**config.mk**
```make
export PLATFORM = sky130hd
export DESIGN_NAME = rtccal_top
export DESIGN_NICKNAME = d
export VERILOG_FILES = /design/src/rtl/rtccal_top.v
export VERILOG_INCLUDE_DIRS = /design/src /design/src/rtl
export SDC_FILE = /design/constraint.sdc
export NUM_CORES = 1
export LEC_CHECK = 0
export BUFFER_PORTS_ARGS = -buffer_cell sky130_fd_sc_hd__buf_4
export CAP_MARGIN = 20
export CORE_ASPECT_RATIO = 1.1
export CORE_MARGIN = 1
export CORE_UTILIZATION = 45
export DETAILED_ROUTE_END_ITERATION = 6
export PLACE_DENSITY = 0.68
export SYNTH_ARGS = -nofsm -noshare
export SYNTH_HDL_FRONTEND = slang
export SYNTH_SLANG_ARGS = --single-unit
export TNS_END_PERCENT = 20
```
**constraint.sdc**
```tcl
create_clock -name aclk -period 4.2 [get_ports aclk]
set_input_delay 0.63 -clock aclk [delete_from_list [all_inputs] [get_ports aclk]]
set_output_delay 0.63 -clock aclk [all_outputs]
set_load 0.005 [all_outputs]
```
**src/rtl/rtccal_defs.vh**
```
// Purpose: constants for the timebase trim and clock output block
// Assumes: aclk at 100 MHz, osc_in is the 32.768 kHz timebase clock
// Notes: byte addresses are four times the register index
`ifndef RTCCAL_DEFS_VH
`define RTCCAL_DEFS_VH
`define RTCCAL_IDX_CTRL 4'h7
`define RTCCAL_IDX_TRIM 4'h8
`define RTCCAL_IDX_STAT 4'h9
`define RTCCAL_ADDR_CTRL 6'h1c
`define RTCCAL_ADDR_TRIM 6'h20
`define RTCCAL_ADDR_STAT 6'h24
`define RTCCAL_CTRL_RESET 8'h00
`define RTCCAL_TRIM_RESET 8'h00
`define RTCCAL_BIT_OUT 7
`define RTCCAL_BIT_SQUARE_WAVE_ENABLE 6
`define RTCCAL_BIT_RS2 2
`define RTCCAL_TRIM_SIGN 7
`define RTCCAL_SEC_CYC 16'h8000
`define RTCCAL_HALF_SEC 16'h4000
`define RTCCAL_P4096 16'h0008
`define RTCCAL_P8192 16'h0004
`define RTCCAL_HALF64 16'h0100
`define RTCCAL_SEC_PER_MIN 6'h3b
`define RTCCAL_RESP_OKAY 2'h0
`define RTCCAL_RESP_SLVERR 2'h2
`endif

```
**src/rtl/rtccal_top.v**
```verilog
// Purpose: per-minute timebase trim and divided clock on the
//    multi-function pin, registers over AXI4-Lite
// Assumes: osc_in, on_backup and main_ok are asynchronous pins
// Notes: the timebase advances on each rising osc_in edge seen in aclk
// Function
// trim timebase once per minute
// sign bit one removes, zero inserts
// adjust by twice the magnitude
// square_wave_enable and rate bits drive the pin
// backup supply disables divided clock
// periods 32768, 8, 4, 1 cycles
// code 11 passes undivided, untrimmed clock
// trim 00h or 80h means none
// 1 Hz: only minute period changes
// duty cycle may be unequal
// codes 01/10 insert: stall output
// codes 01/10 remove: within short period
// rs2 set: 512-cycle 64 Hz clock
// 64 Hz: every period trimmed
// out bit drives pin as level
// backup: only alarm level kept
// refuse access while main supply low
// counters keep running during test clock
`include "rtccal_defs.vh"
module rtccal_top (
   input wire aclk,
   input wire aresetn,
   input wire [5:0] s_axi_awaddr,
   input wire s_axi_awvalid,
   output reg s_axi_awready,
   input wire [31:0] s_axi_wdata,
   input wire [3:0] s_axi_wstrb,
   input wire s_axi_wvalid,
   output reg s_axi_wready,
   output reg [1:0] s_axi_bresp,
   output reg s_axi_bvalid,
   input wire s_axi_bready,
   input wire [5:0] s_axi_araddr,
   input wire s_axi_arvalid,
   output reg s_axi_arready,
   output reg [31:0] s_axi_rdata,
   output reg [1:0] s_axi_rresp,
   output reg s_axi_rvalid,
   input wire s_axi_rready,
   input wire osc_in,
   input wire on_backup,
   input wire main_ok,
   input wire alarm_level,
   output reg multi_function_pin_oe,
   output reg multi_function_pin_o,
   output reg minute_tick
);
   reg [2:0] osc_sync;
   reg [1:0] bk_sync;
   reg [1:0] ok_sync;
   reg [7:0] ctrl;
   reg [7:0] trim;
   reg [15:0] sec_cnt;
   reg [5:0] sec_in_min;
   reg [7:0] pend;
   reg [15:0] div_cnt;
   reg [15:0] cal64_cnt;
   reg divided_clock_output;
   reg cal64;
   reg aw_hold;
   reg w_hold;
   reg [5:0] aw_addr;
   reg [31:0] w_data;
   reg [3:0] w_strb;
   wire tick;
   wire trim_on;
   wire [7:0] trim_cyc;
   wire last_sec;
   wire roll;
   wire trim_now;
   wire backup;
   wire access_ok;
   wire [1:0] rs_lo;
   wire [15:0] sec_len;
   wire [15:0] half64;
   reg [15:0] per_len;
   reg next_pin;
   wire do_write;

   // seven-bit magnitudes x2, in cycles
   function [7:0] twice;
      input [7:0] t;
      begin
         twice = {t[6:0], 1'b0};
      end
   endfunction

   // register index decode, shared by both channels
   function [1:0] reg_sel;
      input [5:0] a;
      begin
         if (a == `RTCCAL_ADDR_CTRL)
            reg_sel = 2'h1;
         else if (a == `RTCCAL_ADDR_TRIM)
            reg_sel = 2'h2;
         else if (a == `RTCCAL_ADDR_STAT)
            reg_sel = 2'h3;
         else
            reg_sel = 2'h0;
      end
   endfunction

   always @(posedge aclk)
   begin
      if (!aresetn)
      begin
         osc_sync <= 3'h0;
         bk_sync <= 2'h0;
         ok_sync <= 2'h0;
      end
      else
      begin
         osc_sync <= {osc_sync[1:0], osc_in};
         bk_sync <= {bk_sync[0], on_backup};
         ok_sync <= {ok_sync[0], main_ok};
      end
   end

   // osc_sync[0] feeds only osc_sync[1]
   assign tick = osc_sync[1] & ~osc_sync[2];
   assign backup = bk_sync[1];
   assign access_ok = ok_sync[1] & ~backup;
   assign trim_on = trim[6:0] != 7'h00;
   assign trim_cyc = twice(trim);
   assign last_sec = sec_in_min == `RTCCAL_SEC_PER_MIN;
   assign roll = sec_cnt >= sec_len - 16'h0001;
   // the registered minute pulse never meets a tick, so decode here
   assign trim_now = last_sec && roll && trim_on;
   assign rs_lo = ctrl[1:0];
   // minute second length: 32768 +/- 2*mag
   assign sec_len = (last_sec && trim_on) ?
      (trim[`RTCCAL_TRIM_SIGN] ?
       `RTCCAL_SEC_CYC - {8'h00, trim_cyc} :
       `RTCCAL_SEC_CYC + {8'h00, trim_cyc}) :
      `RTCCAL_SEC_CYC;
   // 64 Hz half period: 256 +/- 2*mag, every cycle
   assign half64 = !trim_on ? `RTCCAL_HALF64 :
      (trim[`RTCCAL_TRIM_SIGN] ?
       `RTCCAL_HALF64 - {8'h00, trim_cyc} :
       `RTCCAL_HALF64 + {8'h00, trim_cyc});

   // timebase: seconds and minute counting never pause
   always @(posedge aclk)
   begin
      if (!aresetn)
      begin
         sec_cnt <= 16'h0000;
         sec_in_min <= 6'h00;
         minute_tick <= 1'b0;
      end
      else
      begin
         minute_tick <= 1'b0;
         if (tick)
         begin
            if (roll)
            begin
               sec_cnt <= 16'h0000;
               if (last_sec)
               begin
                  sec_in_min <= 6'h00;
                  minute_tick <= 1'b1;
               end
               else
                  sec_in_min <= sec_in_min + 6'h01;
            end
            else
               sec_cnt <= sec_cnt + 16'h0001;
         end
      end
   end

   always @*
   begin
      case (rs_lo)
         2'h1: per_len = `RTCCAL_P4096;
         2'h2: per_len = `RTCCAL_P8192;
         default: per_len = `RTCCAL_SEC_CYC;
      endcase
   end

   // fast divided clocks: trim once a minute, insert stalls
   // the waveform, removal is cut short at one period
   always @(posedge aclk)
   begin
      if (!aresetn)
      begin
         div_cnt <= 16'h0000;
         pend <= 8'h00;
         divided_clock_output <= 1'b0;
      end
      else if (tick)
      begin
         if (rs_lo == 2'h0)
         begin
            // 1 Hz follows the trimmed second directly
            pend <= 8'h00;
            div_cnt <= 16'h0000;
            divided_clock_output <= sec_cnt < `RTCCAL_HALF_SEC;
         end
         else if (trim_now && !trim[`RTCCAL_TRIM_SIGN])
            // this tick is the first stalled one
            pend <= trim_cyc - 8'h01;
         else if (pend != 8'h00)
            pend <= pend - 8'h01;
         else
         begin
            if (trim_now)
            begin
               // removal: skip to period end, remainder dropped
               div_cnt <= 16'h0000;
               divided_clock_output <= 1'b0;
            end
            else if (div_cnt >= per_len - 16'h0001)
            begin
               div_cnt <= 16'h0000;
               divided_clock_output <= 1'b0;
            end
            else
            begin
               div_cnt <= div_cnt + 16'h0001;
               divided_clock_output <= div_cnt + 16'h0001 >= (per_len >> 1);
            end
         end
      end
   end

   always @(posedge aclk)
   begin
      if (!aresetn)
      begin
         cal64_cnt <= 16'h0000;
         cal64 <= 1'b0;
      end
      else if (tick)
      begin
         if (cal64_cnt >= half64 - 16'h0001)
         begin
            cal64_cnt <= 16'h0000;
            cal64 <= ~cal64;
         end
         else
            cal64_cnt <= cal64_cnt + 16'h0001;
      end
   end

   // pin select; undivided clock uses the synced osc, untrimmed
   always @*
   begin
      if (backup)
         next_pin = alarm_level;
      else if (!ctrl[`RTCCAL_BIT_SQUARE_WAVE_ENABLE])
         next_pin = ctrl[`RTCCAL_BIT_OUT];
      else if (ctrl[`RTCCAL_BIT_RS2])
         next_pin = cal64;
      else if (rs_lo == 2'h3)
         next_pin = osc_sync[2];
      else
         next_pin = divided_clock_output;
   end

   // open drain: drive only low
   always @(posedge aclk)
   begin
      if (!aresetn)
      begin
         multi_function_pin_o <= 1'b0;
         multi_function_pin_oe <= 1'b0;
      end
      else
      begin
         multi_function_pin_o <= 1'b0;
         multi_function_pin_oe <= ~next_pin;
      end
   end

   // write channel: address and data in either order
   assign do_write = aw_hold && w_hold && !s_axi_bvalid;

   always @(posedge aclk)
   begin
      if (!aresetn)
      begin
         s_axi_awready <= 1'b0;
         s_axi_wready <= 1'b0;
         s_axi_bvalid <= 1'b0;
         s_axi_bresp <= `RTCCAL_RESP_OKAY;
         aw_hold <= 1'b0;
         w_hold <= 1'b0;
         aw_addr <= 6'h00;
         w_data <= 32'h00000000;
         w_strb <= 4'h0;
         ctrl <= `RTCCAL_CTRL_RESET;
         trim <= `RTCCAL_TRIM_RESET;
      end
      else
      begin
         s_axi_awready <= !aw_hold && !s_axi_awready;
         s_axi_wready <= !w_hold && !s_axi_wready;
         if (s_axi_awvalid && s_axi_awready)
         begin
            aw_hold <= 1'b1;
            aw_addr <= s_axi_awaddr;
            s_axi_awready <= 1'b0;
         end
         if (s_axi_wvalid && s_axi_wready)
         begin
            w_hold <= 1'b1;
            w_data <= s_axi_wdata;
            w_strb <= s_axi_wstrb;
            s_axi_wready <= 1'b0;
         end
         if (do_write)
         begin
            aw_hold <= 1'b0;
            w_hold <= 1'b0;
            s_axi_bvalid <= 1'b1;
            if (!access_ok)
               s_axi_bresp <= `RTCCAL_RESP_SLVERR;
            else
            begin
               case (reg_sel(aw_addr))
                  2'h1:
                  begin
                     s_axi_bresp <= `RTCCAL_RESP_OKAY;
                     if (w_strb[0])
                        ctrl <= w_data[7:0];
                  end
                  2'h2:
                  begin
                     s_axi_bresp <= `RTCCAL_RESP_OKAY;
                     if (w_strb[0])
                        trim <= w_data[7:0];
                  end
                  2'h3: s_axi_bresp <= `RTCCAL_RESP_OKAY;
                  default: s_axi_bresp <= `RTCCAL_RESP_SLVERR;
               endcase
            end
         end
         else if (s_axi_bvalid && s_axi_bready)
            s_axi_bvalid <= 1'b0;
      end
   end

   // read channel: one read at a time
   always @(posedge aclk)
   begin
      if (!aresetn)
      begin
         s_axi_arready <= 1'b0;
         s_axi_rvalid <= 1'b0;
         s_axi_rdata <= 32'h00000000;
         s_axi_rresp <= `RTCCAL_RESP_OKAY;
      end
      else
      begin
         s_axi_arready <= !s_axi_rvalid && !s_axi_arready;
         if (s_axi_arvalid && s_axi_arready)
         begin
            s_axi_arready <= 1'b0;
            s_axi_rvalid <= 1'b1;
            s_axi_rdata <= 32'h00000000;
            s_axi_rresp <= `RTCCAL_RESP_OKAY;
            if (!access_ok)
               s_axi_rresp <= `RTCCAL_RESP_SLVERR;
            else
            begin
               case (reg_sel(s_axi_araddr))
                  2'h1: s_axi_rdata <= {24'h000000, ctrl};
                  2'h2: s_axi_rdata <= {24'h000000, trim};
                  2'h3: s_axi_rdata <= {24'h000000, backup,
                     trim_on, sec_in_min};
                  default: s_axi_rresp <= `RTCCAL_RESP_SLVERR;
               endcase
            end
         end
         else if (s_axi_rvalid && s_axi_rready)
            s_axi_rvalid <= 1'b0;
      end
   end
endmodule // rtccal_top

```
==> flow_summary.ini <==
[global_route]
grt_pass1_vias = 5987
grt_pass1_wl_mm = 28.5
antenna_found_initial = 0
grt_max_degree = 51
track_usage_pct = 21.6
globalRouteOverflowTotal = 0

[min_path]
hp-class = in -> reg

[floorplan]
dieArea_mm2 = 0.0168
start_util_pct = 46.4
die_h_um = 136
rows = 48
die_x_um = 124
ios = 103
fp.coreArea_mm2 = 0.0158

[worst_setup_path]
reg2reg_to = pend[6]
critical_path_peak_fanout = 8
timing.critical_path.depth = 19
cp_slowest_cell = or3b_4
cp_cell_sequence = inv_1 > ha_2 > or3b_4 > or3_4 > inv_2 > ha_1 > o21ai_2 > and3b_2 > xor2_2 > nor2_1 > ha_1 > nand2_1 > nor3_2 > o221ai_2 > a211o_4 > buf_4 > nand4b_1 > o21ai_0 > a22o_1
criticalPathCategory = reg -> reg
arrival_ns = 4.32
rr_startpoint = trim[0]
cp_num_buf_inv = 3
critPathTopFamily = simple AND/OR/NAND/NOR gates
cp.required_ns = 4.52
timing.critical_path.from_type = flop
cp-startpoint = trim[0]
rr_worst_depth = 19
r2r_setup_slack_ns = 0.20
critPathCaptureType = flop
crit_top_cell = ha_1
crit_end = pend[6]
slowest_delay_ns = 0.39

[pwr]
switching_share_pct = 22.8
seqPwrFrac_pct = 42.0
peakVddDrop_uv = 283
power_uw = 2810
internal-power_uw = 2170
p_comb_share_pct = 4.1
clkPwrFrac_pct = 53.9
power_density_mw_per_mm2 = 322
p_leak_uw = 0.00367
power.switching_uw = 642

[route]
drt_first_pass_iters = 5
drc = 0
first_iter_violations = 352
vias = 6401
drt-total-wl_mm = 16.9
detail_route.wl_per_cell_um = 14.2
vias_per_cell = 5.38
ant_nets = 0

[placement]
placedInstanceArea_mm2 = 0.00804
place_congestion = 0.847
portBuffers = 48
dp_hpwl_mm = 12.2

[layout]
nets = 1098
seq_area_mm2 = 0.00242
utilization_pct = 55.3
final_area_mm2 = 0.00874
fillers = 1482
antenna_cells = 0
multiInputGateArea_mm2 = 0.00463
drive_gt1_share_pct = 17.1
syn2layout_area_growth_pct = 19.3

[clock_network]
clockBufferDepth = 2
htreeDepth = 4
clkTransAtPathRegs_ns = 0.06
hold_buffers = 0
cts_tree = done
numCtsBuffers = 17
cts_root_buf = clkbuf_16
clock-sinks = 121
clkLatencyLatePin_ns = 0.43

[sta]
slew_viol_final = 0
relSlewSlack_pct = 44.0
finalHoldViolations = 0
tightest_slew_ns = 0.835
setup_viol = 0
hold_slack_ns = 0.414
max_freq_ghz = 0.250
min_period_over_period_pct = 95.3
clock_skew_ns = 0.00993
rsz0062_at_grt = yes
min_period_ns = 4.00

[yosys]
syn_inst = 902
synth_ff_type = dfxtp_1
synth_seq_cells = 121
avgSynthCellArea_um2 = 8.12
yosysWarnings = 0
synthDistinctLibCells = 68
synthArstFlopShare_pct = 0
seq_area_frac_synth_pct = 33.1
synth-edff-count = 0
syn-cell-area_mm2 = 0.00732

[outcome]
status = completed

[job]
drv_cap = 0
-- final cells by class --
cell class / count / area share [%]
Multi-Input combinational cell: 723 / 53.0
Sequential cell: 121 / 27.7
Timing Repair Buffer: 95 / 8.63
Clock buffer: 19 / 5.07
Tap cell: 200 / 2.86
Clock inverter: 12 / 1.88
Inverter: 20 / 0.859
-- cells by family after synthesis --
family          synth area share, %
flops                          33.1
fa+ha+maj                      10.4
buf+inv                        6.10
compound gates                 15.6
other cells                   0.103
mux                            3.79
xor+xnor                       7.04
simple gates                   23.9
-- sequential cells by signal, indices dropped and copies added, names as in the netlist, 2 cells and up --
signal,cells
sec_in_min,6
s_axi_rdata,8
pend,8
osc_sync,3
bk_sync,2
cal64_cnt,16
ctrl,8
aw_addr,6
w_data,8
sec_cnt,16
div_cnt,16
ok_sync,2
trim,8
-- routing by layer --
metal | share of wire [%] | track usage (%)
met4 | 2.4 | 8.84
met1 | 47 | 28.0
met5 | 0 | 0
met2 | 47 | 34.6
met3 | 4.2 | 4.59
-- worst register-to-register path: cells and delay by family (launching register included) --
| kind | cells | cell delay [ns] |
|---|---|---|
| XOR/XNOR | 1 | 0.15 |
| adder cells (fa/ha/maj) | 3 | 0.67 |
| flip-flops | 1 | 0.31 |
| AO/OA/AOI/OAI | 5 | 1.04 |
| AND/OR/NAND/NOR | 7 | 1.42 |
| buffers and inverters | 3 | 0.31 |
-- timing repair --
action,4_1_cts,5_1_grt
resized for setup,2,26
pin swaps,0,9
setup buffers,0,2
hold endpoints to repair,0,0
setup endpoints to repair,16,62
-- power groups by stage --
| stage | combinational [µW] | clock [µW] | sequential, µW |
|---|---|---|---|
| floorplan | 83.1 | 0 | 1200 |
| global placement | 114 | 0 | 1210 |
| detailed placement | 116 | 0 | 1210 |
| CTS | 116 | 1540 | 1180 |
| global route | 130 | 1590 | 1180 |
| finish | 115 | 1520 | 1180 |
-- per-stage QoR --
step / TNS (ns) / std cells / worst slack (ns)
after CTS: 0 / 1188 / 0.000711
after global routing: -0.119 / 1190 / -0.0353
after floorplan: 0 / 928 / 0.00342
final: 0 / 1190 / 0.199
after detailed placement: -0.0805 / 1157 / -0.0310
after global placement: 0 / 1157 / 0.00993
-- Yosys cell counts (12+ instances only) --
| master | n | share of area (%) |
|---|---|---|
| a21oi_1 | 73 | 5.0 |
| and2_1 | 12 | 1.0 |
| buf_4 | 30 | 3.1 |
| clkbuf_1 | 22 | 1.1 |
| dfxtp_1 | 121 | 33 |
| ha_1 | 61 | 10 |
| inv_1 | 20 | 1.0 |
| mux2i_1 | 21 | 2.9 |
| nand2_1 | 111 | 5.7 |
| nand3_1 | 37 | 2.5 |
| nand4_1 | 17 | 1.5 |
| nor2_1 | 112 | 5.7 |
| nor3_1 | 20 | 1.4 |
| o21ai_0 | 25 | 1.7 |
| or3_1 | 14 | 1.2 |
| xnor2_1 | 23 | 2.8 |
| xor2_1 | 34 | 4.1 |
-- layout by cell type (no fill, tap or decap), types with 18 or more instances in the layout --
master	instances
inv_1	18
a21oi_1	72
buf_4	91
nand3_1	37
nor2_1	110
conb_1	28
o21ai_0	19
dfxtp_1	119
nor3_1	19
xnor2_1	23
xor2_1	34
ha_1	59
nand2_1	110
mux2i_1	21
-- how the worst min path moves through the flow --
stage	to	start	cells after the start	slack (ns)
floorplan	bk_sync[1]	bk_sync[0]	1	0.41
global placement	bk_sync[1]	bk_sync[0]	1	0.42
detailed placement	ok_sync[1]	ok_sync[0]	1	0.42
CTS	ok_sync[0]	main_ok	2	0.40
global route	bk_sync[0]	on_backup	2	0.42
finish	ok_sync[0]	main_ok	2	0.41
Note: power is estimated with default switching activity, not from simulation.
